**src/logic/pbc_cfg.svh**
```systemverilog
`ifndef PBC_CFG_SVH
`define PBC_CFG_SVH
// Register indexes of the indirectly reached management map.
`define PBC_IDX_BASIC_CONTROL 5'h00
`define PBC_IDX_BASIC_STATUS  5'h01
`define PBC_IDX_ID1           5'h02
`define PBC_IDX_ID2           5'h03
`define PBC_IDX_ADVERTISE     5'h04
`define PBC_IDX_PARTNER       5'h05
`define PBC_IDX_EXPANSION     5'h06
`define PBC_IDX_MODE_CTRL     5'h11
`define PBC_IDX_SPECIAL_MODES 5'h12
`define PBC_IDX_SPECIAL_IND   5'h1B
`define PBC_IDX_INT_SOURCE    5'h1D
`define PBC_IDX_INT_MASK      5'h1E
`define PBC_IDX_SPECIAL_CTRL  5'h1F
// Basic control field positions.
`define PBC_BIT_RESET     15
`define PBC_BIT_LOOPBACK  14
`define PBC_BIT_SPEED     13
`define PBC_BIT_AN_EN     12
`define PBC_BIT_PWR_DOWN  11
`define PBC_BIT_AN_RESTART 9
`define PBC_BIT_DUPLEX     8
`define PBC_BIT_COL_TEST   7
// Basic status field positions and fixed ability bits.
`define PBC_BIT_AN_DONE    5
`define PBC_STATUS_FIXED  16'h7809
// Writable mask of the basic control register.
`define PBC_CTRL_WMASK    16'hFB80
// Soft reset hold in clocks, and negotiation time in clocks.
`define PBC_SRST_CYCLES   8'h10
`define PBC_AN_CYCLES     32'h0000_0040
// Arbitrary identifier values, not tied to any maker.
`define PBC_ID1_VALUE     16'h1234
`define PBC_ID2_VALUE     16'h5678
`endif

```
**src/logic/pbc_pkg.sv**
```systemverilog
package pbc_pkg;
  // One management access as issued by the MAC side.
  typedef struct packed {
    logic        valid;
    logic        write;
    logic [4:0]  index;
    logic [15:0] wdata;
  } pbc_req_t;
  // Effective operating mode seen by the PHY datapath.
  typedef struct packed {
    logic loopback;
    logic speed_100;
    logic full_duplex;
    logic an_enable;
    logic power_down;
    logic col_test;
  } pbc_mode_t;
  // Negotiation sequencer states.
  typedef enum logic [2:0] {
    PBC_AN_IDLE = 3'b001,
    PBC_AN_BUSY = 3'b010,
    PBC_AN_DONE = 3'b100
  } pbc_an_state_t;
endpackage

```
**src/logic/pbc_an_seq.sv**
```systemverilog
`timescale 1ns/1ps
`include "pbc_cfg.svh"
// Stand-in negotiation sequencer; counts a fixed time, then reports done.
module pbc_an_seq
  import pbc_pkg::*;
#(
  parameter logic [31:0] AN_CYCLES = `PBC_AN_CYCLES
) (
  input  wire logic clk,
  input  wire logic rst,
  input  wire logic clr,
  input  wire logic enable,
  input  wire logic start,
  output logic      done
);
  pbc_an_state_t state_q;
  logic [31:0]   cnt_q;

  // Clear or loss of enable always drops back to idle and forgets completion.
  always_ff @(posedge clk or posedge rst) begin
    if (rst) begin
      state_q <= PBC_AN_IDLE;
      cnt_q   <= 32'h0000_0000;
    end else if (clr || !enable) begin
      state_q <= PBC_AN_IDLE;
      cnt_q   <= 32'h0000_0000;
    end else begin
      case (state_q)
        PBC_AN_IDLE: begin
          // Enabled and not held clear, so a fresh count begins at once.
          state_q <= PBC_AN_BUSY;
          cnt_q   <= 32'h0000_0000;
        end
        PBC_AN_BUSY: begin
          if (start) begin
            cnt_q <= 32'h0000_0000;
          end else if (cnt_q >= AN_CYCLES - 32'h0000_0001) begin
            state_q <= PBC_AN_DONE;
          end else begin
            cnt_q <= cnt_q + 32'h0000_0001;
          end
        end
        PBC_AN_DONE: begin
          if (start) begin
            state_q <= PBC_AN_BUSY;
            cnt_q   <= 32'h0000_0000;
          end
        end
        default: state_q <= PBC_AN_IDLE;
      endcase
    end
  end

  always_comb begin
    done = (state_q == PBC_AN_DONE);
  end
endmodule // pbc_an_seq

```
**src/logic/pbc_regs.sv**
```systemverilog
`timescale 1ns/1ps
`include "pbc_cfg.svh"
// Contract
// - PHY registers are reached only by index through the MAC access pair.
// - Indexes 0-6, 17, 18, 27, 29, 30, 31 are decoded.
// - Kept fields survive only control bit 15 reset, not others.
// - Bit 15 starts soft reset and clears itself.
// - Bit 14 selects loopback; resets to zero.
// - Bit 13 forces 100 Mb/s; ignored while negotiation enabled.
// - Bit 12 enables negotiation, overriding bits 13 and 8.
// - Bit 11 selects power-down; resets to zero.
// - Negotiation completion sets status bit 5.
// - Bit 9 restarts negotiation and clears itself.
// - Bit 8 forces full duplex; ignored under negotiation; resets zero.
// - Speed and negotiation-enable reset values come from the strap.
module pbc_regs
  import pbc_pkg::*;
#(
  parameter logic [7:0]  SRST_CYCLES = `PBC_SRST_CYCLES,
  parameter logic [31:0] AN_CYCLES   = `PBC_AN_CYCLES
) (
  input  wire logic      clk,
  input  wire logic      rst,
  input  wire logic      speed_sel_strap,
  input  wire pbc_req_t  req,
  input  wire logic      link_up,
  output logic [15:0]    rdata,
  output logic           rvalid,
  output logic           addr_hit,
  output pbc_mode_t      mode,
  output logic           soft_reset_busy,
  output logic           an_complete
);
  // Control fields; kept_through_soft_reset holds the strap image.
  logic        loop_q, speed_q, an_en_q, pdn_q, dup_q, col_q;
  logic        srst_q, rstart_q;
  logic [7:0]  srst_cnt_q;
  logic        kept_through_soft_reset_q;
  logic        strap_taken_q;
  logic [15:0] rdata_q, ctrl_rd, stat_rd;
  logic        rvalid_q, hit_q;
  pbc_mode_t   mode_q;
  logic        an_done, an_done_q, srst_d, rstart_d;
  logic        wr_ctrl, rd_any, idx_ok;

  assign wr_ctrl = req.valid && req.write &&
                   (req.index == `PBC_IDX_BASIC_CONTROL) && !srst_q;
  assign rd_any  = req.valid && !req.write;

  always_comb begin
    case (req.index)
      `PBC_IDX_BASIC_CONTROL, `PBC_IDX_BASIC_STATUS, `PBC_IDX_ID1,
      `PBC_IDX_ID2, `PBC_IDX_ADVERTISE, `PBC_IDX_PARTNER,
      `PBC_IDX_EXPANSION, `PBC_IDX_MODE_CTRL, `PBC_IDX_SPECIAL_MODES,
      `PBC_IDX_SPECIAL_IND, `PBC_IDX_INT_SOURCE, `PBC_IDX_INT_MASK,
      `PBC_IDX_SPECIAL_CTRL: idx_ok = 1'b1;
      default: idx_ok = 1'b0;
    endcase
  end

  // Strap is caught by a clock after reset release, never in the reset arm.
  always_ff @(posedge clk or posedge rst) begin
    if (rst) begin
      strap_taken_q <= 1'b0;
    end else if (!strap_taken_q) begin
      strap_taken_q <= 1'b1;
    end
  end

  always_ff @(posedge clk or posedge rst) begin
    if (rst) begin
      kept_through_soft_reset_q <= 1'b0;
    end else if (!strap_taken_q) begin
      kept_through_soft_reset_q <= speed_sel_strap;
    end
  end

  always_comb begin
    srst_d = wr_ctrl && req.wdata[`PBC_BIT_RESET];
  end

  always_ff @(posedge clk or posedge rst) begin
    if (rst) begin
      srst_q     <= 1'b0;
      srst_cnt_q <= 8'h00;
    end else if (srst_d) begin
      srst_q     <= 1'b1;
      srst_cnt_q <= SRST_CYCLES - 8'h01;
    end else if (srst_q) begin
      if (srst_cnt_q == 8'h00) begin
        srst_q <= 1'b0;
      end else begin
        srst_cnt_q <= srst_cnt_q - 8'h01;
      end
    end
  end

  // Control bits; soft reset reloads them, strap defaults from kept image.
  always_ff @(posedge clk or posedge rst) begin
    if (rst) begin
      loop_q  <= 1'b0;
      speed_q <= 1'b0;
      an_en_q <= 1'b0;
      pdn_q   <= 1'b0;
      dup_q   <= 1'b0;
      col_q   <= 1'b0;
    end else if (!strap_taken_q || srst_q) begin
      loop_q  <= 1'b0;
      speed_q <= strap_taken_q ? kept_through_soft_reset_q
                               : speed_sel_strap;
      an_en_q <= strap_taken_q ? kept_through_soft_reset_q
                               : speed_sel_strap;
      pdn_q   <= 1'b0;
      dup_q   <= 1'b0;
      col_q   <= 1'b0;
    end else if (wr_ctrl) begin
      loop_q  <= req.wdata[`PBC_BIT_LOOPBACK];
      speed_q <= req.wdata[`PBC_BIT_SPEED];
      an_en_q <= req.wdata[`PBC_BIT_AN_EN];
      pdn_q   <= req.wdata[`PBC_BIT_PWR_DOWN];
      dup_q   <= req.wdata[`PBC_BIT_DUPLEX];
      col_q   <= req.wdata[`PBC_BIT_COL_TEST];
    end
  end

  always_comb begin
    rstart_d = wr_ctrl && req.wdata[`PBC_BIT_AN_RESTART];
  end

  always_ff @(posedge clk or posedge rst) begin
    if (rst) begin
      rstart_q <= 1'b0;
    end else begin
      rstart_q <= rstart_d;
    end
  end

  // Enable and leaving power-down start it from idle; restart recounts.
  // A level start here would pin the counter at zero, so only the pulse.
  pbc_an_seq #(
    .AN_CYCLES (AN_CYCLES)
  ) u_an (
    .clk    (clk),
    .rst    (rst),
    .clr    (srst_q || pdn_q || !link_up),
    .enable (an_en_q),
    .start  (rstart_q),
    .done   (an_done)
  );

  always_ff @(posedge clk or posedge rst) begin
    if (rst) begin
      an_done_q <= 1'b0;
    end else begin
      an_done_q <= an_done;
    end
  end

  always_comb begin
    ctrl_rd = 16'h0000;
    ctrl_rd[`PBC_BIT_RESET]      = srst_q;
    ctrl_rd[`PBC_BIT_LOOPBACK]   = loop_q;
    ctrl_rd[`PBC_BIT_SPEED]      = speed_q;
    ctrl_rd[`PBC_BIT_AN_EN]      = an_en_q;
    ctrl_rd[`PBC_BIT_PWR_DOWN]   = pdn_q;
    ctrl_rd[`PBC_BIT_AN_RESTART] = rstart_q;
    ctrl_rd[`PBC_BIT_DUPLEX]     = dup_q;
    ctrl_rd[`PBC_BIT_COL_TEST]   = col_q;
    ctrl_rd = ctrl_rd & `PBC_CTRL_WMASK;
    stat_rd = `PBC_STATUS_FIXED;
    stat_rd[2] = link_up;
    stat_rd[`PBC_BIT_AN_DONE] = an_done_q;
  end

  // Read data; other decoded indexes read zero since they live elsewhere.
  always_ff @(posedge clk or posedge rst) begin
    if (rst) begin
      rdata_q  <= 16'h0000;
      rvalid_q <= 1'b0;
      hit_q    <= 1'b0;
    end else begin
      rvalid_q <= rd_any;
      hit_q    <= req.valid && idx_ok;
      if (rd_any) begin
        case (req.index)
          `PBC_IDX_BASIC_CONTROL: rdata_q <= ctrl_rd;
          `PBC_IDX_BASIC_STATUS:  rdata_q <= stat_rd;
          `PBC_IDX_ID1:           rdata_q <= `PBC_ID1_VALUE;
          `PBC_IDX_ID2:           rdata_q <= `PBC_ID2_VALUE;
          default:                rdata_q <= 16'h0000;
        endcase
      end
    end
  end

  always_ff @(posedge clk or posedge rst) begin
    if (rst) begin
      mode_q <= '0;
    end else begin
      mode_q.loopback    <= loop_q;
      mode_q.speed_100   <= an_en_q ? 1'b1 : speed_q;
      mode_q.full_duplex <= an_en_q ? 1'b1 : dup_q;
      mode_q.an_enable   <= an_en_q;
      mode_q.power_down  <= pdn_q;
      mode_q.col_test    <= col_q;
    end
  end

  assign rdata           = rdata_q;
  assign rvalid          = rvalid_q;
  assign addr_hit        = hit_q;
  assign mode            = mode_q;
  assign soft_reset_busy = srst_q;
  assign an_complete     = an_done_q;
endmodule // pbc_regs
```
**config.mk**
```make
export PLATFORM = sky130hd
export DESIGN_NAME = pbc_regs
export DESIGN_NICKNAME = d
export VERILOG_FILES = /design/src/logic/pbc_pkg.sv /design/src/logic/pbc_an_seq.sv /design/src/logic/pbc_regs.sv
export VERILOG_INCLUDE_DIRS = /design/src /design/src/logic
export SDC_FILE = /design/constraint.sdc
export NUM_CORES = 1
export LEC_CHECK = 0
export BUFFER_PORTS_ARGS = -buffer_cell sky130_fd_sc_hd__buf_2
export CAP_MARGIN = 10
export CORE_MARGIN = 2
export CORE_UTILIZATION = 35
export DETAILED_ROUTE_END_ITERATION = 10
export PLACE_DENSITY = 0.5
export RECOVER_POWER = 25
export SLEW_MARGIN = 20
export SYNTH_ARGS = -nofsm -noshare
export SYNTH_HDL_FRONTEND = slang
export SYNTH_SLANG_ARGS = --single-unit
```
**constraint.sdc**
```tcl
create_clock -name clk -period 6 [get_ports clk]
set_input_delay 0.6 -clock clk [delete_from_list [all_inputs] [get_ports clk]]
set_output_delay 0.6 -clock clk [all_outputs]
set_load 0.05 [all_outputs]
```
---- Yosys cells after proc, flatten, opt, wreduce, memory -nomap -nowiden ----
Memory sizes are Yosys's and may differ from the RTL's.
Index checks and enable logic that the tools add are counted.
word-level totals
  bits in read-only memories .............. 32
  bits in registers ....................... 78
  memories kept ........................... 1
  bits of input ports ..................... 27
operators by class
  reduce and logical (&&, ||, !) cells .... 24
  $lt $le $gt $ge ......................... 1
  multiplexer cells ....................... 32
  add/sub/neg operators ................... 2
  equal/unequal tests ..................... 11
memory list
  memory           depth  width  rd ports  clocked after Yosys merged registers in  wr ports  line            source
  (no name shown)  32     1      1         0                                        0         pbc_regs.sv:51  case (req.index)
operator list
  operator                                                                               number
  32-bit two-way mux                                                                     4
  32-bit one-hot mux with 3 select lines                                                 1
  16-bit one-hot mux with 4 select lines                                                 1
  32-bit by 1-bit adder with 32-bit output (second input constant)                       1
  32-bit by 6-bit greater-or-equal comparator with 1-bit output (second input constant)  1
  8-bit two-way mux                                                                      3
  1-bit two-way mux                                                                      18
  3-bit two-way mux                                                                      4
  5-bit by 2-bit equality test with 1-bit output (second input constant)                 2
  3-bit one-hot mux with 3 select lines                                                  1
  8-bit zero test                                                                        1
  8-bit by 1-bit subtractor with 8-bit output (second input constant)                    1
  1-bit logical AND                                                                      7
  3-bit by 2-bit inequality test with 1-bit output (second input constant)               2
  3-bit AND reduction                                                                    2
  5-bit by 1-bit equality test with 1-bit output (second input constant)                 1
  1-bit zero test                                                                        5
  5-bit zero test                                                                        1
  1-bit logical OR                                                                       4
  4-bit by 3-bit inequality test with 1-bit output (second input constant)               1
  2-bit nonzero test                                                                     2
  4-bit nonzero test                                                                     1
  3-bit by 1-bit equality test with 1-bit output (second input constant)                 1
  3-bit by 2-bit equality test with 1-bit output (second input constant)                 1
  other kinds (4)                                                                        4

---- Longest topological paths before layout ----
Gate-level depths: netlist (run 1).
  word-level depth ........................ 6
  gate-level depth with buffers ........... 7
  mapped depth without buffers ............ 7

---- Hierarchy ----
From an unflattened synthesis (run 1), not the netlist that was laid out.
second synthesis, totals
  cell total of the unflattened synthesis .. 304
  area, all modules ....................... 3296.9 µm²
modules (own cells, without submodules)
  module      times used  cells each  area an instance (µm²)  seq. area each (µm²)
  pbc_regs    1           180         1848.0                  1026.0
  pbc_an_seq  1           124         1448.9                  877.1

---- Worst setup path before layout (run 1) ----
OpenSTA, ideal clock, no wires.
  kind .................................... reg2reg
  start point ............................. register srst_q (netlist: soft_reset_busy)
  end point ............................... register u_an.cnt_q[5]
  buffers on the path ..................... 1
  arrival time ............................ 1.878 ns
  cell stages (with the launch flop) ...... 6
  setup time .............................. 0.064 ns
  required time ........................... 5.936 ns
  setup slack ............................. 4.057 ns
  path through ............................ dfrtp_1 > buf_6 > nand4bb_4 > or4_4 > nor4_4 > a211o_1
between the ends
  longest elaborated chain between the ends .. 5
RTL lines
  item                                                                                       line              source
  from (decl)                                                                                pbc_regs.sv:36    logic srst_q, rstart_q;
  from (signal assigned)                                                                     pbc_regs.sv:84    srst_q <= 1'b0;
  from (signal assigned)                                                                     pbc_regs.sv:87    srst_q <= 1'b1;
  from (signal assigned)                                                                     pbc_regs.sv:91    srst_q <= 1'b0;
  1-bit logical OR (*) (2 in series)                                                         pbc_regs.sv:145   .clr (srst_q || pdn_q || !link_up),
  1-bit logical OR (*)                                                                       pbc_an_seq.sv:24  end else if (clr || !enable) begin
  4-bit by 3-bit inequality test with 1-bit output (no source line) (tied with other cells)  n/a
  3-bit AND reduction (no source line)                                                       n/a
  to (signal assigned)                                                                       pbc_an_seq.sv:40  cnt_q <= cnt_q + 32'h0000_0001;
  to (decl)                                                                                  pbc_an_seq.sv:17  logic [31:0] cnt_q;
Every way passes the cells marked *; elsewhere a longest branch is shown, timed or not.
A chain may end at the register's enable or synchronous reset.

---- Worst setup path after layout (run 1) ----
  start point ............................. register u_an.cnt_q[0]
  end point ............................... register u_an.cnt_q[5]
between the ends
  longest elaborated chain between the ends .. 5
RTL lines
  item                                      line              source
  32-bit by 1-bit adder with 32-bit output  pbc_an_seq.sv:40
  32-bit two-way mux                        pbc_an_seq.sv:37  end else if (cnt_q >= AN_CYCLES - 32'h0000_0001) begin
  32-bit two-way mux                        pbc_an_seq.sv:35  if (start) begin
  32-bit one-hot mux with 3 select lines    pbc_an_seq.sv:28  case (state_q)
  32-bit two-way mux                        pbc_an_seq.sv:24
Several ways; a longest one is shown, not always the timed one. The select of a mux whose other input is x is not followed.

==> flow_summary.toml, run 1 <==
[sta]
fin_tns_setup_ns = 0
skew_ns = 0.00984
setup_viol = 0
fmax_mhz = 370
finalCritPeriodShare = 0.450
worstMarginPinSlew_ns = 0.978
maxSlewViolCount = 0
rsz0062_at_grt = "false"
whs_ns = 0.429
period_minus_slack_ns = 2.70
maxSlewHeadroom = 0.346
hold_viol_final = 0

[setup_path]
cp_cell_sequence = "ha_1 > and3_1 > a211oi_1 > nand3_1 > and2_1 > a211o_1"
cp-end-kind = "register"
required_ns = 6.22
arrival_ns = 2.92
cp_max_fo = 33
cp-start-kind = "register"
crit_type = "register to register"
cp_slowest_cell = "nand3_1"
critPathMaxStageDelay_ns = 0.72

[place]
placed_area_um2 = 3600
place_congestion = 0.788
place_hpwl_mm = 4.22
placedCellCount = 437
portBuffers = 43

[clocking]
clock-root-buffer = "clkbuf_8"
hold_buffers = 0
clock-sinks = 76
cts_tree = "yes"
post-cts-setup-buffers = 0
worst_skew_pair.late_latency_ns = 0.34
clk_pin_slew_ns = 0.07
cts_max_level = 3
ctsResizeCount = 0
cts_max_path_buffers = 2
cts_made_buffers = 9

[final_layout]
nNetsFinal = 371
antenna_cells = 0
instances_no_fill = 453
drive_above_1_share = 0.213
area_delta_synth_final_pct = 15.6
design_area_um2 = 3820

[logic_synthesis]
yosysSeqAreaShare = 0.576
synth_top_cells_by_count = "dfrtp_1, nand2_1, and3_1"
synth_ff_type = "dfrtp_1"
syn_area_um2 = 3300
syn_inst = 296
yosys_warnings = 0
synthArstFlopShare = 1.00
synth_edf_count = 0
yosysTopAreaCell = "dfrtp_1"
synth_top_cell_area_share = 0.568
synth.ff_latch_count = 76
synth.distinct_cells = 50
yosysMostFrequentCell = "dfrtp_1"
avgSynthCellArea_um2 = 11.2
synth_fp_nets = 330
synth_area_leaders = "dfrtp_1, and3_1, nand2_1"

[drt]
drt_iter0_markers = 53
postRouteAntennaNets = 0
viasPerCell = 4.90
drc = 0
routed_wl_mm = 6.25
wl_per_cell_um = 13.8
drt-pass1-iter-count = 4
vias = 2218

[min_path]
min_path_type = "register to register"

[grt]
antenna_found_initial = 0
grt_pass1_vias = 2216
grt_max_degree = 77
grt_pass1_wl_mm = 10.6
globalRouteTotalUtil = 0.131
grt_overflow = 0

[flow_run]
maxCapViolations = 0

[power_and_ir_drop]
p_leak_uw = 0.00190
ir_drop_uv = 105
p_per_area_nw_per_um2 = 272

[floorplanning]
io_pins = 53
fp.dieH_um = 101
core_um2 = 9200
start_util = 0.359
chipWidth_um = 101
die-area_um2 = 10200
num_rows = 35

[run_status]
outcome = "completed"
==> where the power goes <==
| group | internal, uW | switching [uW] |
|---|---|---|
| Combinational | 16.5 | 50.0 |
| Clock | 267 | 179 |
| Sequential | 520 | 4.76 |
==> cells in the final DEF (no fill, tap or decap), types with 3 or more instances in the layout <==
cell type / netlist / layout
and3_1: 30 / 30
and2_1: 6 / 6
o211ai_1: 3 / 3
a211oi_1: 4 / 3
inv_1: 10 / 10
nand2b_1: 6 / 6
a211o_1: 3 / 3
buf_2: 0 / 42
xnor2_1: 3 / 3
nand2_1: 31 / 31
ha_1: 7 / 7
nor4_1: 9 / 9
mux2i_1: 6 / 6
a21o_1: 3 / 3
clkbuf_8: 0 / 12
o21ai_0: 11 / 11
a21oi_1: 14 / 14
nor3_1: 3 / 3
o31ai_1: 4 / 4
nand3_1: 5 / 5
dfrtp_1: 75 / 75
or2_2: 3 / 3
nor2_1: 14 / 14
==> through the flow <==
step / utilization / power [uW] / setup WS (ns)
global placement: 0.391 / 604 / 3.28
finish: 0.415 / 1040 / 3.30
detailed placement: 0.391 / 604 / 3.29
global route: 0.415 / 1090 / 3.08
CTS: 0.417 / 1060 / 3.28
floorplan: - / 583 / 3.46
==> critical path: cells and delay by family, from the launching register on <==
| family | cells | cell delay, ns |
|---|---|---|
| DFF | 1 | 0.41 |
| adders and majority gates | 1 | 0.25 |
| AOI/OAI and AO/OA | 2 | 0.52 |
| and+or+nand+nor | 3 | 1.41 |
==> registers in the layout, indices dropped and copies added (netlist names), 3 cells and up <==
| name | count |
|---|---|
| u_an.cnt_q | 32 |
| srst_cnt_q | 8 |
| mode | 6 |
| u_an.state_q | 3 |
| rdata | 14 |
==> final cells by class <==
class,count,area [um^2]
Clock buffer,12,165
Clock inverter,4,70.1
Fill cell,913,5380
Inverter,10,37.5
Multi-Input combinational cell,195,1270
Sequential cell,76,1900
Tap cell,111,139
Timing Repair Buffer,45,229
==> kinds of logic (layout without fill, tap and decap cells) <==
family	after synthesis	after routing	share of synthesized area
AND/OR/NAND/NOR	122	122	0.214
flip-flops	76	76	0.576
AO/OA/AOI/OAI	51	51	0.107
buffers and inverters	25	71	0.0349
multiplexers	8	8	0.0250
adder cells (fa/ha/maj)	7	7	0.0265
XOR/XNOR	5	5	0.0133
other	2	2	0.00227
==> worst paths after layout <==
| check | startpoint | endpoint | slack [ns] | cells past startpoint |
|---|---|---|---|---|
| max in group asynchronous | rst | rdata[0] | 4.84 | 3 |
| max | u_an.cnt_q[0] | u_an.cnt_q[5] | 3.30 | 6 |
| min in group asynchronous | rst | srst_cnt_q[6] | 0.53 | 3 |
| min reg2reg | col_q | mode[0] | 0.43 | 0 |
| max reg2reg | u_an.cnt_q[0] | u_an.cnt_q[5] | 3.30 | 6 |
| min | col_q | mode[0] | 0.43 | 0 |
==> per-layer routing <==
metal | up-vias | share of wire | GRT usage | wire, um
li1 | 1122 | - | - | -
met1 | 1057 | 0.49 | 0.181 | 3040
met2 | 33 | 0.46 | 0.201 | 2890
met3 | 6 | 0.040 | 0.0428 | 252
met4 | 0 | 0.0096 | 0.0343 | 60
met5 | - | 0 | 0 | 0
No activity file was read; power rests on OpenSTA's default activity.
==> run 2: changes to the inputs <==
ABC_AREA = 1   (was not set)
PLACE_DENSITY = 0.51   (was 0.5)
clock period = 2.2 ns   (was 6 ns; I/O delays follow)
==> run 2 against run 1 <==
Global-route usage rose by 0.055 points; synthesized cell count rose by 31%; sequential share of layout area is 3.8 points lower; via count increased by 14%; cell count rose by 28%; count of clock-buffer cells in the layout is 3 lower; die area rose by 7.5%; first-iteration DRC count rose by 55%; sequential power rose to 2.8 times the previous value; setup slack lost 3.0 ns; highest routed layer unchanged.
==> flow_summary.toml, run 2 <==
[run_status]
outcome = "completed"

[setup_path]
cp_cell_sequence = "nand2_1 > o21ai_0 > nor2_1 > nor2_4 > nand2_8 > inv_8 > nor2_1"
cpLargestDelayFamily = "simple AND/OR/NAND/NOR gates"
critPathMaxStageDelay_ns = 0.59
cp-start-kind = "register"
cp_slowest_cell = "dfstp_1"
cpMostUsedCell = "nor2_1"
crit_type = "register to register"
required_ns = 2.42
path_buf_inv = 1
arrival_ns = 2.14
cp-end-kind = "register"
cp_max_fo = 26

[power_and_ir_drop]
ir_drop_uv = 297
p_leak_uw = 0.00208
p_per_area_nw_per_um2 = 738

[sta]
rsz0062_at_grt = "false"
maxSlewHeadroom = 0.132
hold_viol_final = 0
period_minus_slack_ns = 1.92
maxSlewViolCount = 0
finalCritPeriodShare = 0.874
setup_viol = 0
fmax_mhz = 520
worstMarginPinSlew_ns = 1.30
fin_tns_setup_ns = 0
skew_ns = 0.0151

[clocking]
clock-sinks = 76
clk_pin_slew_ns = 0.09
cts_max_level = 3
hold_buffers = 1
post-cts-setup-buffers = 0
cts_tree = "yes"
cts_made_buffers = 9
cts_max_path_buffers = 2
worst_skew_pair.late_latency_ns = 0.35
clock-root-buffer = "clkbuf_8"
ctsResizeCount = 0

[drt]
postRouteAntennaNets = 0
wl_per_cell_um = 11.3
vias = 2536
drt-pass1-iter-count = 4
routed_wl_mm = 6.58
drt_iter0_markers = 82
viasPerCell = 4.37
drc = 0

[floorplanning]
io_pins = 53
core_um2 = 9820
fp.dieH_um = 105
chipWidth_um = 105
die-area_um2 = 11000
num_rows = 36
start_util = 0.363

[final_layout]
area_delta_synth_final_pct = 16.0
sequential_cell_area_um2 = 1900
nNetsFinal = 476
largest_register_ffs = 32
layout_commonest_cell = "nand2_1"
regMostFlops = "u_an.cnt_q"
design_area_um2 = 4130
fill_cells = 1038
multi_input_comb_area_um2 = 1330
most-common-layout-cells = "nand2_1, dfrtp_1, inv_1, buf_2, nor2_1"
drive_above_1_share = 0.210
antenna_cells = 0

[logic_synthesis]
synth_top_cells_by_count = "nand2_1, dfrtp_1, inv_1"
synth_top_cell_area_share = 0.527
syn_area_um2 = 3560
synth_edf_count = 0
avgSynthCellArea_um2 = 9.15
synth_fp_nets = 423
yosys_warnings = 0
synth_ff_type = "dfrtp_1"
yosysMostFrequentCell = "nand2_1"
synth.distinct_cells = 35
synth_area_leaders = "dfrtp_1, nand2_1, inv_1"
synth.ff_latch_count = 76
synthArstFlopShare = 1.00
yosysTopAreaCell = "dfrtp_1"
syn_inst = 389
yosysSeqAreaShare = 0.535

[grt]
grt_overflow = 0
grt_pass1_vias = 2506
antenna_found_initial = 0
grt_pass1_wl_mm = 11.7
grt_max_degree = 33
globalRouteTotalUtil = 0.132

[place]
place_hpwl_mm = 4.69
place_congestion = 0.792
placed_area_um2 = 3920
portBuffers = 43

[flow_run]
maxCapViolations = 0

[min_path]
min_path_type = "input port to register"
run 2: cell types whose count changed in the layout (fill, tap and decap cells not counted), moves of 6 or more:
cell,previous run,this run
a21oi_1,14,3
nand2_1,31,86
and2_1,6,0
nor4_1,9,0
and3_1,30,0
nand3_1,5,27
o21ai_0,11,20
mux2i_1,6,0
inv_1,10,67
nor2_1,14,39
nand2b_1,6,0
nor2_4,0,22
run 2: kinds of logic after synthesis:
kind of cell / after synthesis / synth area share
buf+inv: 75 / 0.0928
xor+xnor: 5 / 0.0123
simple gates: 190 / 0.277
flops: 76 / 0.535
other cells: 2 / 0.00211
fa+ha+maj: 7 / 0.0246
mux: 1 / 0.00316
compound gates: 33 / 0.0534
run 2: path summary, 6_finish.rpt:
path | slack [ns] | cells after the start | start | endpoint
min in group asynchronous | 0.77 | 3 | rst | mode[4]
min reg2reg | 0.39 | 0 | loop_q | mode[5]
min | 0.09 | 3 | req[7] | col_q
max in group asynchronous | 0.61 | 4 | rst | rdata[11]
max | 0.28 | 7 | u_an.state_q[0] | u_an.cnt_q[7]
max reg2reg | 0.28 | 7 | u_an.state_q[0] | u_an.cnt_q[7]
run 2: worst min-delay path: cells and delay by family:
kind,cells,cell delay [ns]
AOI/OAI and AO/OA,1,0.06
buffers and inverters,1,0.08
and+or+nand+nor,1,0.06
run 2: layer usage:
layer,vias up,global-route usage,wire [um]
met2,44,0.204,2980
li1,1294,-,-
met1,1188,0.173,3150
met4,0,0.0514,96
met5,-,0,0
met3,10,0.0393,348
run 2: area by class of cell:
class,count,area share
clock inverter,7,0.0200
timing repair buffer,48,0.0633
tap,133,0.0403
sequential,76,0.461
multi-input combinational,238,0.321
inverter,69,0.0645
clock buffer,9,0.0300
run 2: through the flow:
stage | hold slack, ns | std cells | setup slack (ns) | total power (uW) | util
finish | 0.0925 | 580 | 0.276 | 3050 | 0.421
global route | 0.0820 | 580 | 0.144 | 3230 | 0.421
CTS | 0.0798 | 580 | 0.378 | 3110 | 0.421
detailed placement | 0.371 | 563 | 0.403 | 1980 | 0.399
global placement | 0.360 | 563 | 0.405 | 1980 | 0.399
floorplan | 0.326 | 389 | 0.0433 | 1880 | -
run 2: report_power, final:
| part | internal [uW] | leakage, uW | switching, uW |
|---|---|---|---|
| combinational | 130 | 0.000966 | 321 |
| sequential | 1460 | 0.00102 | 32.4 |
| clock | 541 | 0.0000984 | 563 |
==> run 3: changes to the inputs <==
RECOVER_POWER = not set   (was 25)
REMOVE_ABC_BUFFERS = 1   (was not set)
==> run 3 against run 2 <==
Via count grew 0.12%; utilization grew 0.14 points; cell count is 0.34% lower; sequential share of layout area shrank 0.15 points; cell area up 0.33%; clock skew barely moved; sequential cell count did not move; combinational power hardly changed; wire length is 2.0% higher.
==> flow_summary.toml, run 3 (same netlist as run 2, synthesis figures left out) <==
[clocking]
clk_pin_slew_ns = 0.08
cts_tree = "yes"
ctsResizeCount = 0
cts_max_level = 3
cts_made_buffers = 9
worst_skew_pair.late_latency_ns = 0.35
post-cts-setup-buffers = 0
clock-sinks = 76
cts_max_path_buffers = 2
clock-root-buffer = "clkbuf_8"

[floorplanning]
die-area_um2 = 11000
fp.dieH_um = 105
io_pins = 53
core_um2 = 9820
num_rows = 36
start_util = 0.363
chipWidth_um = 105

[sta]
maxSlewViolCount = 0
period_minus_slack_ns = 1.83
finalCritPeriodShare = 0.832
rsz0062_at_grt = "false"
fin_tns_setup_ns = 0
skew_ns = 0.0150
fmax_mhz = 546
hold_viol_final = 0
setup_viol = 0

[grt]
grt_max_degree = 77
globalRouteTotalUtil = 0.134
grt_overflow = 0
antenna_found_initial = 0
grt_pass1_wl_mm = 11.8
grt_pass1_vias = 2523

[place]
placedCellCount = 561
portBuffers = 43
place_hpwl_mm = 4.62
place_congestion = 0.803

[final_layout]
area_delta_synth_final_pct = 16.4
regMostFlops = "u_an.cnt_q"
antenna_cells = 0
largest_register_ffs = 32
post-route-util = 0.422
nNetsFinal = 474
sequential_cell_area_um2 = 1900
most-common-layout-cells = "nand2_1, dfrtp_1, inv_1, buf_2, nor2_1"
drive_above_1_share = 0.220
multi_input_comb_area_um2 = 1330
instances_no_fill = 578
fill_cells = 1032
layout_commonest_cell = "nand2_1"

[power_and_ir_drop]
intPower_uw = 2250
p_leak_uw = 0.00210
p_per_area_nw_per_um2 = 768
netSwitchingFraction = 0.293
ir_drop_uv = 357
switchingPower_uw = 934
p_clk_frac = 0.389
pwr-share-seq = 0.469
comb_power_share = 0.143

[drt]
drc = 0
drt_iter0_markers = 73
vias = 2539
postRouteAntennaNets = 0
routed_wl_mm = 6.71
wl_per_cell_um = 11.6
viasPerCell = 4.39
drt-pass1-iter-count = 4

[setup_path]
arrival_ns = 2.06
r2r_slack_ns = 0.37
cp_max_fo = 26
cp-end-kind = "register"
crit_type = "register to register"
required_ns = 2.42
cp-start-kind = "register"

[flow_run]
maxCapViolations = 0

[min_path]
min_path_type = "input port to register"

[run_status]
outcome = "completed"
-- run 3: changes by cell type in the layout (fill, tap and decap cells not counted), sizes merged --
cell | before | now
clkinvlp | 2 | 1
buf | 44 | 45
clkbuf | 12 | 9
bufinv | 1 | 2
inv | 72 | 73
clkinv | 1 | 0
-- run 3: final cells by class --
type,instances,share of cell area
sequential,76,0.459
multi-input combinational,238,0.320
inverter,69,0.0643
timing repair buffer,46,0.0610
tap,133,0.0402
clock buffer,9,0.0299
clock inverter,7,0.0254
-- run 3: per-layer routing --
layer	vias up	track usage	wire length [um]
met3	5	0.0424	367
met1	1200	0.170	3140
met4	0	0.0486	58
li1	1291	-	-
met5	-	0	0
met2	43	0.213	3150
-- run 3: what timing repair did --
item                                    in CTS  in global routing
endpoints found under the setup margin       0                  0
hold buffers                                 1                  0
endpoints found under the hold margin       75                  0
-- run 3: critical path, cell delays in order (launching register included) --
cell	delay, ns
dfstp_2	0.57
nand2_1	0.06
o21ai_1	0.19
nor2_1	0.11
nor2_4	0.28
nand2_8	0.11
inv_8	0.28
nor2_1	0.08
-- run 3: path summary, 6_finish.rpt --
check | startpoint | endpoint | cells after the start
worst max-delay path | u_an.state_q[0] | u_an.cnt_q[6] | 7
worst min-delay path | req[9] | rstart_q | 3
worst max register to register | u_an.state_q[0] | u_an.cnt_q[6] | 7
worst min register to register | pdn_q | mode[1] | 0
max in group asynchronous | rst | u_an.state_q[0] | 4
min in group asynchronous | rst | rdata[0] | 4
-- run 3: power groups by stage --
stage          combinational, uW  clock (uW)  sequential (uW)
5_1_grt                      510        1330             1500
4_1_cts                      462        1280             1490
6_report                     454        1240             1490
3_3_place_gp                 456           0             1520
2_1_floorplan                255           0             1610
3_5_place_dp                 460           0             1520
-- run 3: through the flow --
stage               cell area, um^2  setup WS (ns)  hold WS [ns]  total power [uW]
finish                         4140          0.369        0.0825              3180
detailed placement             3910          0.371         0.354              1980
global route                   4140          0.257        0.0871              3340
global placement               3910          0.403         0.348              1970
CTS                            4140          0.353        0.0707              3230
floorplan                      3500         0.0433         0.326              1860
